**config.mk**
```make
export PLATFORM = sky130hd
export DESIGN_NAME = ubt_exec
export DESIGN_NICKNAME = d
export VERILOG_FILES = /design/src/rtl/ubt_pkg.sv /design/src/rtl/ubt_bit_test_unit.sv /design/src/rtl/ubt_branch_unit.sv /design/src/rtl/ubt_exec.sv
export VERILOG_INCLUDE_DIRS = /design/src /design/src/rtl
export SDC_FILE = /design/constraint.sdc
export NUM_CORES = 1
export LEC_CHECK = 0
export ABC_AREA = 1
export BUFFER_PORTS_ARGS = -buffer_cell sky130_fd_sc_hd__clkbuf_2
export CAP_MARGIN = 10
export CORE_AREA = 2 2 104 96
export DETAILED_ROUTE_END_ITERATION = 6
export DIE_AREA = 0 0 106 98
export GPL_TIMING_DRIVEN = 0
export PLACE_DENSITY_LB_ADDON = 0.12
export SYNTH_ARGS = -nofsm -noshare
export SYNTH_HDL_FRONTEND = slang
export SYNTH_SLANG_ARGS = --single-unit
```
**constraint.sdc**
```tcl
create_clock -name clk -period 3.4 [get_ports clk]
set_input_delay 0.51 -clock clk [delete_from_list [all_inputs] [get_ports clk]]
set_output_delay 0.51 -clock clk [all_outputs]
set_load 0.02 [all_outputs]
```
**src/rtl/ubt_params.svh**
```systemverilog
// Constants for the unsigned branch and bit-test unit
`ifndef UBT_PARAMS_SVH
`define UBT_PARAMS_SVH
`define UBT_PC_W       16
`define UBT_DATA_W     8
`define UBT_ADDR_W     2
`define UBT_RDATA_W    16
`define UBT_REG_PC     2'h0
`define UBT_REG_FLAGS  2'h1
`define UBT_REG_STATUS 2'h2
`define UBT_PC_STEP    16'h0002
`define UBT_PC_RST     16'h0000
`define UBT_FLG_RST    8'hd0
`define UBT_ZERO_RES   8'h00
`define UBT_MSB        7
`endif

```
**src/rtl/ubt_pkg.sv**
```systemverilog
// Types shared by the unsigned branch and bit-test unit
`include "ubt_params.svh"
package ubt_pkg;
    // Condition flags, most significant first
    typedef struct packed {
        logic s;
        logic x;
        logic h;
        logic i;
        logic n;
        logic z;
        logic v;
        logic c;
    } ubt_flags_t;

    // Operations handled by this unit
    typedef enum logic [2:0] {
        UBT_OP_NONE                 = 3'h0,
        UBT_OP_BRANCH_UNSIGNED_GE   = 3'h1,
        UBT_OP_BRANCH_IF_NO_CARRY   = 3'h2,
        UBT_OP_AND_TEST_ACC_A       = 3'h3,
        UBT_OP_AND_TEST_ACC_B       = 3'h4
    } ubt_op_t;

    // Sequencer states, one-hot
    typedef enum logic [1:0] {
        UBT_IDLE = 2'b01,
        UBT_EXEC = 2'b10
    } ubt_fsm_t;

    // Decoded instruction with its operands
    typedef struct packed {
        ubt_op_t                 op;
        logic [`UBT_DATA_W-1:0]  rel;
        logic [`UBT_DATA_W-1:0]  acc_a;
        logic [`UBT_DATA_W-1:0]  acc_b;
        logic [`UBT_DATA_W-1:0]  mem;
    } ubt_instr_t;

    // Branch unit answer
    typedef struct packed {
        logic                   taken;
        logic [`UBT_PC_W-1:0]   target;
    } ubt_br_res_t;

    // Whole state of the top module
    typedef struct packed {
        ubt_fsm_t                fsm;
        ubt_instr_t              instr;
        logic [`UBT_PC_W-1:0]    pc;
        ubt_flags_t              flags;
        logic                    retire;
        logic                    taken;
        logic                    last_taken;
        logic [`UBT_RDATA_W-1:0] rdata;
    } ubt_state_t;

    // Both branch encodings are one operation
    function automatic logic is_branch(input ubt_op_t op);
        return (op == UBT_OP_BRANCH_UNSIGNED_GE) ||
               (op == UBT_OP_BRANCH_IF_NO_CARRY);
    endfunction

    // Either accumulator bit test
    function automatic logic is_test(input ubt_op_t op);
        return (op == UBT_OP_AND_TEST_ACC_A) ||
               (op == UBT_OP_AND_TEST_ACC_B);
    endfunction
endpackage

```
**src/rtl/ubt_bit_test_unit.sv**
```systemverilog
// Accumulator AND memory flag evaluation
`timescale 1ns/1ns
`default_nettype none
module ubt_bit_test_unit (
    input  wire logic [`UBT_DATA_W-1:0] acc,
    input  wire logic [`UBT_DATA_W-1:0] mem,
    input  wire ubt_pkg::ubt_flags_t    flags_in,
    output ubt_pkg::ubt_flags_t         flags_out
);
    logic [`UBT_DATA_W-1:0] and_res;

    // Result is used for flags only, then dropped
    always_comb begin
        and_res = acc & mem;
        flags_out = flags_in;
        flags_out.n = and_res[`UBT_MSB];
        flags_out.z = (and_res == `UBT_ZERO_RES);
        flags_out.v = 1'b0;
    end
endmodule
`default_nettype wire

```
**src/rtl/ubt_branch_unit.sv**
```systemverilog
// Carry-clear branch decision and target address
`timescale 1ns/1ns
`default_nettype none
module ubt_branch_unit (
    input  wire logic [`UBT_PC_W-1:0]   pc,
    input  wire logic [`UBT_DATA_W-1:0] rel,
    input  wire logic                   carry,
    output ubt_pkg::ubt_br_res_t        res
);
    logic [`UBT_PC_W-1:0] next_pc;

    // Sign-extend the 8-bit displacement
    function automatic logic [`UBT_PC_W-1:0] sext(
        input logic [`UBT_DATA_W-1:0] d);
        return {{(`UBT_PC_W-`UBT_DATA_W){d[`UBT_MSB]}}, d};
    endfunction

    // Fall through past the two-byte branch, or jump
    always_comb begin
        next_pc = pc + `UBT_PC_STEP;
        res.taken = ~carry;
        res.target = carry ? next_pc
                           : next_pc + sext(rel);
    end
endmodule
`default_nettype wire

```
**src/rtl/ubt_exec.sv**
```systemverilog
// Unsigned branch and bit-test execution unit
//
// What this block does
// - Carry clear: jump to PC plus two plus offset
// - Both branch encodings behave identically
// - Taken when unsigned accumulator is at least memory
// - After register compare: taken if register is higher/same
// - After B-A compare: taken if B is higher/same
// - A test ANDs accumulator A with memory
// - B test ANDs accumulator B with memory
// - Result bit is AND of matching bits
// - Test result dropped; operands never written
// - N from MSB, V cleared, C, H, I, S and X kept
// - Z set when AND result is zero
`timescale 1ns/1ns
`default_nettype none
module ubt_exec (
    input  wire logic                     clk,
    input  wire logic                     rst,
    input  wire logic                     instr_valid,
    input  wire ubt_pkg::ubt_instr_t      instr,
    output logic                          instr_ready,
    input  wire logic [`UBT_ADDR_W-1:0]   reg_addr,
    input  wire logic [`UBT_RDATA_W-1:0]  reg_wdata,
    input  wire logic                     reg_wr,
    input  wire logic                     reg_rd,
    output logic [`UBT_RDATA_W-1:0]       reg_rdata,
    output logic [`UBT_PC_W-1:0]          pc_out,
    output ubt_pkg::ubt_flags_t           flags_out,
    output logic                          retire,
    output logic                          branch_taken
);
    ubt_pkg::ubt_state_t    st_r;
    ubt_pkg::ubt_state_t    st_nxt;
    ubt_pkg::ubt_br_res_t   br_res;
    ubt_pkg::ubt_flags_t    test_flags;
    logic [`UBT_DATA_W-1:0] test_acc;
    logic                   in_exec;
    logic                   exec_branch;
    logic                   exec_test;

    // Decode of the held instruction
    assign in_exec     = (st_r.fsm == ubt_pkg::UBT_EXEC);
    assign exec_branch = in_exec && ubt_pkg::is_branch(st_r.instr.op);
    assign exec_test   = in_exec && ubt_pkg::is_test(st_r.instr.op);

    // Pick the accumulator under test
    assign test_acc = (st_r.instr.op == ubt_pkg::UBT_OP_AND_TEST_ACC_B)
                    ? st_r.instr.acc_b
                    : st_r.instr.acc_a;

    // Branch condition and target
    ubt_branch_unit u_branch (
        .pc    (st_r.pc),
        .rel   (st_r.instr.rel),
        .carry (st_r.flags.c),
        .res   (br_res)
    );

    // Flag update of the bit tests
    ubt_bit_test_unit u_test (
        .acc       (test_acc),
        .mem       (st_r.instr.mem),
        .flags_in  (st_r.flags),
        .flags_out (test_flags)
    );

    // Register read mux
    function automatic logic [`UBT_RDATA_W-1:0] read_mux(
        input logic [`UBT_ADDR_W-1:0] addr,
        input ubt_pkg::ubt_state_t    s);
        logic [`UBT_RDATA_W-1:0] d;
        d = '0;
        case (addr)
            `UBT_REG_PC: begin
                d = s.pc;
            end
            `UBT_REG_FLAGS: begin
                d[`UBT_DATA_W-1:0] = s.flags;
            end
            `UBT_REG_STATUS: begin
                d[1:0] = {s.fsm == ubt_pkg::UBT_EXEC, s.last_taken};
            end
            default: begin
                d = '0;
            end
        endcase
        return d;
    endfunction

    // Next-state logic: register port, then execution
    always_comb begin
        st_nxt = st_r;
        st_nxt.retire = 1'b0;
        st_nxt.taken = 1'b0;
        st_nxt.rdata = '0;
        if (reg_rd) begin
            st_nxt.rdata = read_mux(reg_addr, st_r);
        end
        // Software writes; a commit in the same cycle wins
        if (reg_wr) begin
            case (reg_addr)
                `UBT_REG_PC: begin
                    st_nxt.pc = reg_wdata;
                end
                `UBT_REG_FLAGS: begin
                    st_nxt.flags = reg_wdata[`UBT_DATA_W-1:0];
                end
                default: begin
                    st_nxt.pc = st_r.pc;
                end
            endcase
        end
        case (st_r.fsm)
            ubt_pkg::UBT_IDLE: begin
                if (instr_valid) begin
                    st_nxt.instr = instr;
                    st_nxt.fsm = ubt_pkg::UBT_EXEC;
                end
            end
            ubt_pkg::UBT_EXEC: begin
                // One decision path serves both encodings
                if (ubt_pkg::is_branch(st_r.instr.op)) begin
                    st_nxt.pc = br_res.target;
                    st_nxt.flags = st_r.flags;
                    st_nxt.taken = br_res.taken;
                    st_nxt.last_taken = br_res.taken;
                end else if (ubt_pkg::is_test(st_r.instr.op)) begin
                    st_nxt.flags = test_flags;
                    st_nxt.pc = st_r.pc;
                end
                st_nxt.retire = 1'b1;
                st_nxt.fsm = ubt_pkg::UBT_IDLE;
            end
            default: begin
                st_nxt.fsm = ubt_pkg::UBT_IDLE;
            end
        endcase
    end

    // State register
    always_ff @(posedge clk or posedge rst) begin
        if (rst) begin
            st_r.fsm <= ubt_pkg::UBT_IDLE;
            st_r.instr <= '0;
            st_r.pc <= `UBT_PC_RST;
            st_r.flags <= `UBT_FLG_RST;
            st_r.retire <= 1'b0;
            st_r.taken <= 1'b0;
            st_r.last_taken <= 1'b0;
            st_r.rdata <= '0;
        end else begin
            st_r <= st_nxt;
        end
    end

    // Outputs
    assign instr_ready  = (st_r.fsm == ubt_pkg::UBT_IDLE);
    assign reg_rdata    = st_r.rdata;
    assign pc_out       = st_r.pc;
    assign flags_out    = st_r.flags;
    assign retire       = st_r.retire;
    assign branch_taken = st_r.taken;

    // Independent reference for the test checks
    logic [`UBT_DATA_W-1:0] chk_and;
    logic [`UBT_PC_W-1:0]   chk_rel;
    assign chk_and = test_acc & st_r.instr.mem;
    assign chk_rel = {{(`UBT_PC_W-`UBT_DATA_W){st_r.instr.rel[`UBT_MSB]}},
                      st_r.instr.rel};

    // Taken branch lands at PC plus two plus offset
    AST_BR_TAKEN_PC: assert property (
        @(posedge clk) disable iff (rst)
        (exec_branch && !st_r.flags.c) |=>
            (pc_out == $past(st_r.pc) + `UBT_PC_STEP + $past(chk_rel)))
        else $error("taken branch target wrong");

    // Untaken branch moves to the next instruction
    AST_BR_FALL_PC: assert property (
        @(posedge clk) disable iff (rst)
        (exec_branch && st_r.flags.c) |=>
            (pc_out == $past(st_r.pc) + `UBT_PC_STEP) && !branch_taken)
        else $error("untaken branch target wrong");

    // Decision depends only on carry, for both encodings
    AST_BR_SAME_OP: assert property (
        @(posedge clk) disable iff (rst)
        exec_branch |=> (branch_taken == !$past(st_r.flags.c)) && retire)
        else $error("branch encodings disagree");

    // Carry clear from an unsigned compare means taken
    AST_BR_UNSIGNED: assert property (
        @(posedge clk) disable iff (rst)
        (exec_branch && !st_r.flags.c) |=> branch_taken ##1 !branch_taken)
        else $error("unsigned higher-or-same not taken");

    // Branch keeps every flag
    AST_BR_FLAGS: assert property (
        @(posedge clk) disable iff (rst)
        exec_branch |=> $stable(flags_out))
        else $error("branch changed flags");

    // Bit test negative flag from result MSB
    AST_TEST_N: assert property (
        @(posedge clk) disable iff (rst)
        exec_test |=> (flags_out.n == $past(chk_and[`UBT_MSB])))
        else $error("bit test N wrong");

    // Bit test zero flag from whole result
    AST_TEST_Z: assert property (
        @(posedge clk) disable iff (rst)
        exec_test |=> (flags_out.z == ($past(chk_and) == `UBT_ZERO_RES)))
        else $error("bit test Z wrong");

    // Bit test clears overflow
    AST_TEST_V: assert property (
        @(posedge clk) disable iff (rst)
        exec_test |=> !flags_out.v)
        else $error("bit test V not cleared");

    // Bit test keeps C, H, I, S and X
    AST_TEST_KEEP: assert property (
        @(posedge clk) disable iff (rst)
        exec_test |=> $stable({flags_out.c, flags_out.h, flags_out.i,
                               flags_out.s, flags_out.x}))
        else $error("bit test touched kept flags");

    // Bit test leaves the program counter alone
    AST_TEST_PC: assert property (
        @(posedge clk) disable iff (rst)
        exec_test |=> $stable(pc_out) && !branch_taken)
        else $error("bit test moved PC");

    // B variant uses accumulator B
    AST_TEST_B_SRC: assert property (
        @(posedge clk) disable iff (rst)
        (exec_test && st_r.instr.op == ubt_pkg::UBT_OP_AND_TEST_ACC_B) |=>
            (flags_out.z ==
             ($past(st_r.instr.acc_b & st_r.instr.mem) == `UBT_ZERO_RES)))
        else $error("B test used wrong accumulator");

    // A variant uses accumulator A
    AST_TEST_A_SRC: assert property (
        @(posedge clk) disable iff (rst)
        (exec_test && st_r.instr.op == ubt_pkg::UBT_OP_AND_TEST_ACC_A) |=>
            (flags_out.n ==
             $past(st_r.instr.acc_a[`UBT_MSB] & st_r.instr.mem[`UBT_MSB])))
        else $error("A test used wrong accumulator");

    // Every accepted instruction retires two cycles later
    AST_RETIRE: assert property (
        @(posedge clk) disable iff (rst)
        (instr_valid && instr_ready) |=> !instr_ready ##1 retire)
        else $error("instruction did not retire");
endmodule
`default_nettype wire

```
=== Word level (Yosys, flattened, before mapping) ===
Index checks and enable logic that the tools add are counted.

* Flip-flop bits (word level): 80
* Input bits: 58
* Logic and storage cells: 57
* Output and inout bits: 43

* Bitwise logic cells: 2
* Reduce and logical (&&, ||, !) cells: 7
* Eq/ne operators: 12
* Mux-type cells: 15
* $add $sub $neg: 2

{| class="wikitable"
|+ Operators by type and width
! kind !! count
|-
| 24-bit 2-to-1 mux || 3
|-
| 16-bit 2-to-1 mux || 3
|-
| 37-bit 2-to-1 mux || 1
|-
| 27-bit 2-to-1 mux || 1
|-
| 8-bit 2-to-1 mux || 3
|-
| 16-bit adder || 1
|-
| 16-bit by 2-bit adder with 16-bit output (second input constant) || 1
|-
| 6-bit one-hot mux with 2 select lines || 1
|-
| 8-bit bitwise AND || 1
|-
| 8-bit logical NOT || 1
|-
| 3-bit by 2-bit == test with 1-bit output (second input constant) || 2
|-
| 2-bit != test (second input constant) || 3
|-
| 2-bit one-hot mux with 3 select lines || 1
|-
| 2-bit AND reduction || 3
|-
| 2-bit by 1-bit == test with 1-bit output (second input constant) || 2
|-
| 2-bit == test (second input constant) || 2
|-
| 2-bit 2-to-1 mux || 2
|-
| 3-bit by 1-bit == test with 1-bit output (second input constant) || 1
|-
| 3-bit == test (second input constant) || 1
|-
| 3-bit != test (second input constant) || 1
|-
| 2-bit logical NOT || 1
|-
| 1-bit logical OR || 2
|-
| 1-bit NOT || 1
|}

=== Depth between registers and ports, before layout ===
* Depth after elaboration: 7
* Mapped depth: 21

=== Hierarchy ===
A second synthesis with hierarchy kept.

* Cells, all modules: 804
* Area, all modules: 5701.7 µm²

{| class="wikitable"
|+ By module, submodules not included
! module !! seq. area each (µm²) !! area each (µm²) !! instances !! cells an instance
|-
| ubt_exec || 2006.9 || 4175.3 || 1 || 522
|-
| ubt_branch_unit || 0.0 || 1402.6 || 1 || 255
|-
| ubt_bit_test_unit || 0.0 || 123.9 || 1 || 27
|}

=== Worst setup path before layout ===
OpenSTA, ideal clock, no wires.

* Kind: flip-flop to flip-flop
* Start: register, netlist name pc_out[1]
* End: register, netlist name pc_out[15]
* Slack: 1055 ps
* Library setup time: 77 ps
* Arrival: 2267 ps
* Buffers on the path: 0
* Stages on the path, launching flop included: 18
* Cells stage by stage: dfrtp_1 > ha_1 > nand2_1 > inv_1 > nand3_1 > nor2_1 > xor2_1 > inv_1 > ha_1 > nand2_1 > nor2_1 > a21oi_1 > nand2_1 > nand2_1 > nand3_1 > nand2_1 > nand3_1 > a21oi_1

* Cells in the longest elaborated chain, start to end: 5

{| class="wikitable"
|+ Ends and longest elaborated chain
! item !! RTL line !! RTL
|-
| 16-bit by 2-bit adder with 16-bit output (no line) (*) || n/a ||
|-
| 16-bit adder || ubt_branch_unit.sv:23 || <nowiki>: next_pc + sext(rel);</nowiki>
|-
| 16-bit 2-to-1 mux (*) || ubt_branch_unit.sv:22 || <nowiki>res.target = carry ? next_pc</nowiki>
|-
| 24-bit 2-to-1 mux (*) || ubt_exec.sv:123 || <nowiki>if (ubt_pkg::is_branch(st_r.instr.op)) begin</nowiki>
|-
| 27-bit 2-to-1 mux (*) || ubt_exec.sv:114 || <nowiki>case (st_r.fsm)</nowiki>
|}

Mark *: on every way between the ends. The rest lies on a longest branch, timed or not. The select of a mux whose other input is x is not followed.
A chain may end at the register's enable or synchronous reset.

=== Final worst setup path ===
* Start: register, netlist name pc_out[2]
* End: register, netlist name pc_out[15]

* Cells in the longest elaborated chain, start to end: 5

{| class="wikitable"
|+ Ends and longest elaborated chain
! item !! RTL line
|-
| 16-bit by 2-bit adder with 16-bit output (no line) (*) || n/a
|-
| 16-bit adder || ubt_branch_unit.sv:23
|-
| 16-bit 2-to-1 mux (*) || ubt_branch_unit.sv:22
|-
| 24-bit 2-to-1 mux (*) || ubt_exec.sv:123
|-
| 27-bit 2-to-1 mux (*) || ubt_exec.sv:114
|}

Marks and branches as above.

==> results.txt <==
* Area overhead of the layout relative to synthesis: 18.02%
* Clock slew seen by the registers of the worst setup and hold paths: 0.09 ns
- Fill cells in the final layout number 849.
- Top library cells by usage in the layout, fill and taps aside: nand2_1, clkbuf_2, dfrtp_1, inv_1, nor2_1
- Worst Clk Skew: 0.01338 ns
* Top post-synthesis cells by area: dfrtp_1, nand2_1, buf_4, inv_1, ha_1
- For this run, the leading register cell type out of synthesis is dfrtp_1.
- STA classifies the critical path startpoint as a register.
* Summed instance area of the synthesized netlist: 5061 um2
* H-tree depth reported by CTS: 3
* Average wire per cell in the routed design: 13.89 um
- Horiz. Die Dim: 106 um
* Cells after Synth: 661
- Max-slew violation count: 0
- Unrepaired setup endpoints after global routing: false
- Most common cell after layout, fill and taps aside: nand2_1
- For this run, design rule violations remaining after detail routing come to 0.
* Synthesized-area fraction occupied by ao, oa, aoi and oai cells: 11.25%
* Share of async-settable or async-resettable flops after synthesis: 100.0%
- Via count of the first global-routing pass: 4,285
- Power per unit of standard cell area: 687.8 nW/um2
- Leakage power: 3.265 nW
- In the final layout, the share of cells above drive strength 1 is 26.74%.
* # rows: 34
- The synthesized netlist devotes 5.093% of its cell area to adder and majority cells.
* Combinational family with the most area after synthesis: simple AND/OR/NAND/NOR gates
- Nets: 851
* Gp weighted congestion: 0.8628
* Root buf cell: clkbuf_8
- For the pin with the worst max-slew slack, the measured transition is 0.5419 ns.
* Distinct cell type count after synthesis: 50
- Initial antenna violation count: 0
* Largest fanout of any net on the critical path: 5
- After floorplanning, the core was sized to cover 9402 um2.
- Post-synthesis xor/xnor area fraction: 2.250%
* Wire length of the first global-routing pass: 20,900 um
- Clock sink count: 80
* Max-capacitance violation count: 0
- Total global routing overflow: 0
- 101 I/O pins were placed.
- The Yosys step of the flow raised 0 warnings.
- Total negative slack for setup checks: 0 ns
- Entering global routing, the biggest net connects 42 pins.
* Average cell area after synthesis: 7.657 um2
- In this run the post-CTS setup repair buffer count came out at 0.
- Estimated wirelength of the detail-placed design: 9816 um
- The biggest area contributor in the post-synthesis netlist is dfrtp_1.
- The worst pin sits at a relative slew slack of 63.87%.
- The hold violation count in the final report is 0.
- Crit share post-route: 83.46%
* Worst endpoint required time: 3.69 ns
* Antenna diode instance count: 0
- Simple-gate share of the synthesized area: 27.89%
- TritonCTS built the clock tree.
* # resized after CTS: 0
* Antenna Nets Post-Route: 0
- Routed wire length: 12,560 um
- Clk buf depth: 2
- The worst path needs 2.838 ns of the cycle, external delays included.
- For this configuration, the core starts out at a cell density of 53.83%.
* Total number of vias: 4,628
* Type of the tightest min-delay check: primary input to async pin
- In the synthesized netlist, mux cells make up 0.4450% of the area.
* Clock buffers created by TritonCTS: 9
- The run finished with clean final reports.
- Once layout is complete, the utilization of the core stands at 63.53%.
* CP Capture Type: register
- Number of flops mapped to enable cells by yosys: 0
* Nets in the synthesized netlist: 739
* Crit path kind: register to register
* Number of DRC markers after the initial detailed-route iteration: 260
- Source-to-sink clock delay at the later pin of the worst-skew pair: 0.36 ns
* Flops & latches, synth: 80
- Die Outline Area: 10,390 um2
* Overall die height: 98 um
* Post-CTS Hold Buffers: 0
- Peak Freq: 0.3524 GHz
- Detailed-routing iteration count for the pre-antenna-repair pass: 5
- The count of buffers added on input and output ports is 100.
- In the global route stage, overall resource usage came out at 25.32%.
- Top cell type's share of synthesized area: 37.58%
- Setup violations remaining at the end of the flow were counted as 0.
- STA puts the critical path data arrival time at 3.13 ns.
- Vias per cell: 5.119
- Worst vdd ir: 0.2611 mV
* Post-Route Hold Slack: 0.1752 ns
* Share of synthesized area occupied by flip-flops and latches: 39.65%
through the flow:
step,instances,worst slack [ns],total power [mW],cell area [um2]
after floorplan,661,0.8449,2.784,5061
after global placement,887,-0.1348,3.225,5719
after detailed placement,888,0.6170,3.274,5742
after CTS,904,0.5977,4.107,5973
after global routing,904,0.2562,4.429,5973
final,904,0.5623,4.108,5973
metal layers:
| layer | wire length [um] | vias to the layer above | GRT usage [%] |
|---|---|---|---|
| met5 | 0 | - | 0 |
| met4 | 168 | 0 | 6.984 |
| met3 | 757 | 18 | 3.605 |
| met2 | 5695 | 155 | 40.15 |
| met1 | 5939 | 2141 | 36.59 |
| li1 | - | 2314 | - |
synthesized netlist by cell type, drive strengths merged, types with 2 or more instances:
cell type	count
a211oi	2
o211ai	6
o21ai	39
clkbuf	5
buf	48
a22oi	4
a21o	2
or2	2
nand3b	2
a31oi	3
nor2	55
nand2	208
nand3	33
nor3	12
xnor2	3
inv	78
ha	19
dfstp	4
o221ai	5
dfrtp	76
a21oi	29
xor2	10
nand4	7
mux2	2
critical path, stage by stage (launching register included):
cell     delay [ns]
dfrtp_1        0.45
ha_1           0.20
nand2_1        0.06
inv_1          0.14
nand3_1        0.11
nor2_1         0.21
xor2_1         0.28
inv_1          0.12
ha_1           0.31
nand2_1        0.13
nor2_1         0.05
a21oi_1        0.22
nand2_1        0.08
nand2_1        0.08
nand3_1        0.08
nand2_1        0.07
nand3_1        0.06
a21oi_1        0.13
final cells by class:
cell class | count | area, um2 | area share (%)
Multi-Input combinational cell | 450 | 2375 | 39.76
Inverter | 78 | 302.8 | 5.069
Timing Repair Buffer | 101 | 520.5 | 8.714
Clock buffer | 9 | 123.9 | 2.074
Buffer | 53 | 379.1 | 6.347
Sequential cell | 80 | 2007 | 33.60
Clock inverter | 7 | 107.6 | 1.801
Tap cell | 126 | 157.7 | 2.639
state kept, by name, indices dropped and copies added, names as in the netlist:
register	cells
flags_out	8
st_r	30
branch_taken	1
chk_rel	8
reg_rdata	16
retire	1
pc_out	16
kinds of logic after synthesis:
group                    count (synthesis)
AO/OA/AOI/OAI                           96
XOR/XNOR                                13
adder cells (fa/ha/maj)                 20
buffers and inverters                  131
flip-flops                              80
multiplexers                             2
AND/OR/NAND/NOR                        319
power by group:
part / internal [mW] / leakage (nW) / switching, mW / total, mW
clock network: 0.429 / 0.114 / 0.398 / 0.827
registers: 1.16 / 0.994 / 0.200 / 1.36
logic: 0.759 / 2.16 / 1.16 / 1.92
total: 2.35 / 3.26 / 1.76 / 4.11
path summary, 6_finish.rpt:
kind / from / endpoint / slack (ns) / cells past startpoint
max in group asynchronous: rst / st_r[78] / 2.57 / 3
min reg2reg: st_r[57] / st_r[57] / 0.49 / 2
min in group clk: instr[14] / st_r[57] / 0.33 / 3
min: rst / reg_rdata[3] / 0.18 / 2
max: pc_out[2] / pc_out[15] / 0.56 / 17
max reg2reg: pc_out[2] / pc_out[15] / 0.56 / 17
(Power assumes the default switching activity.)
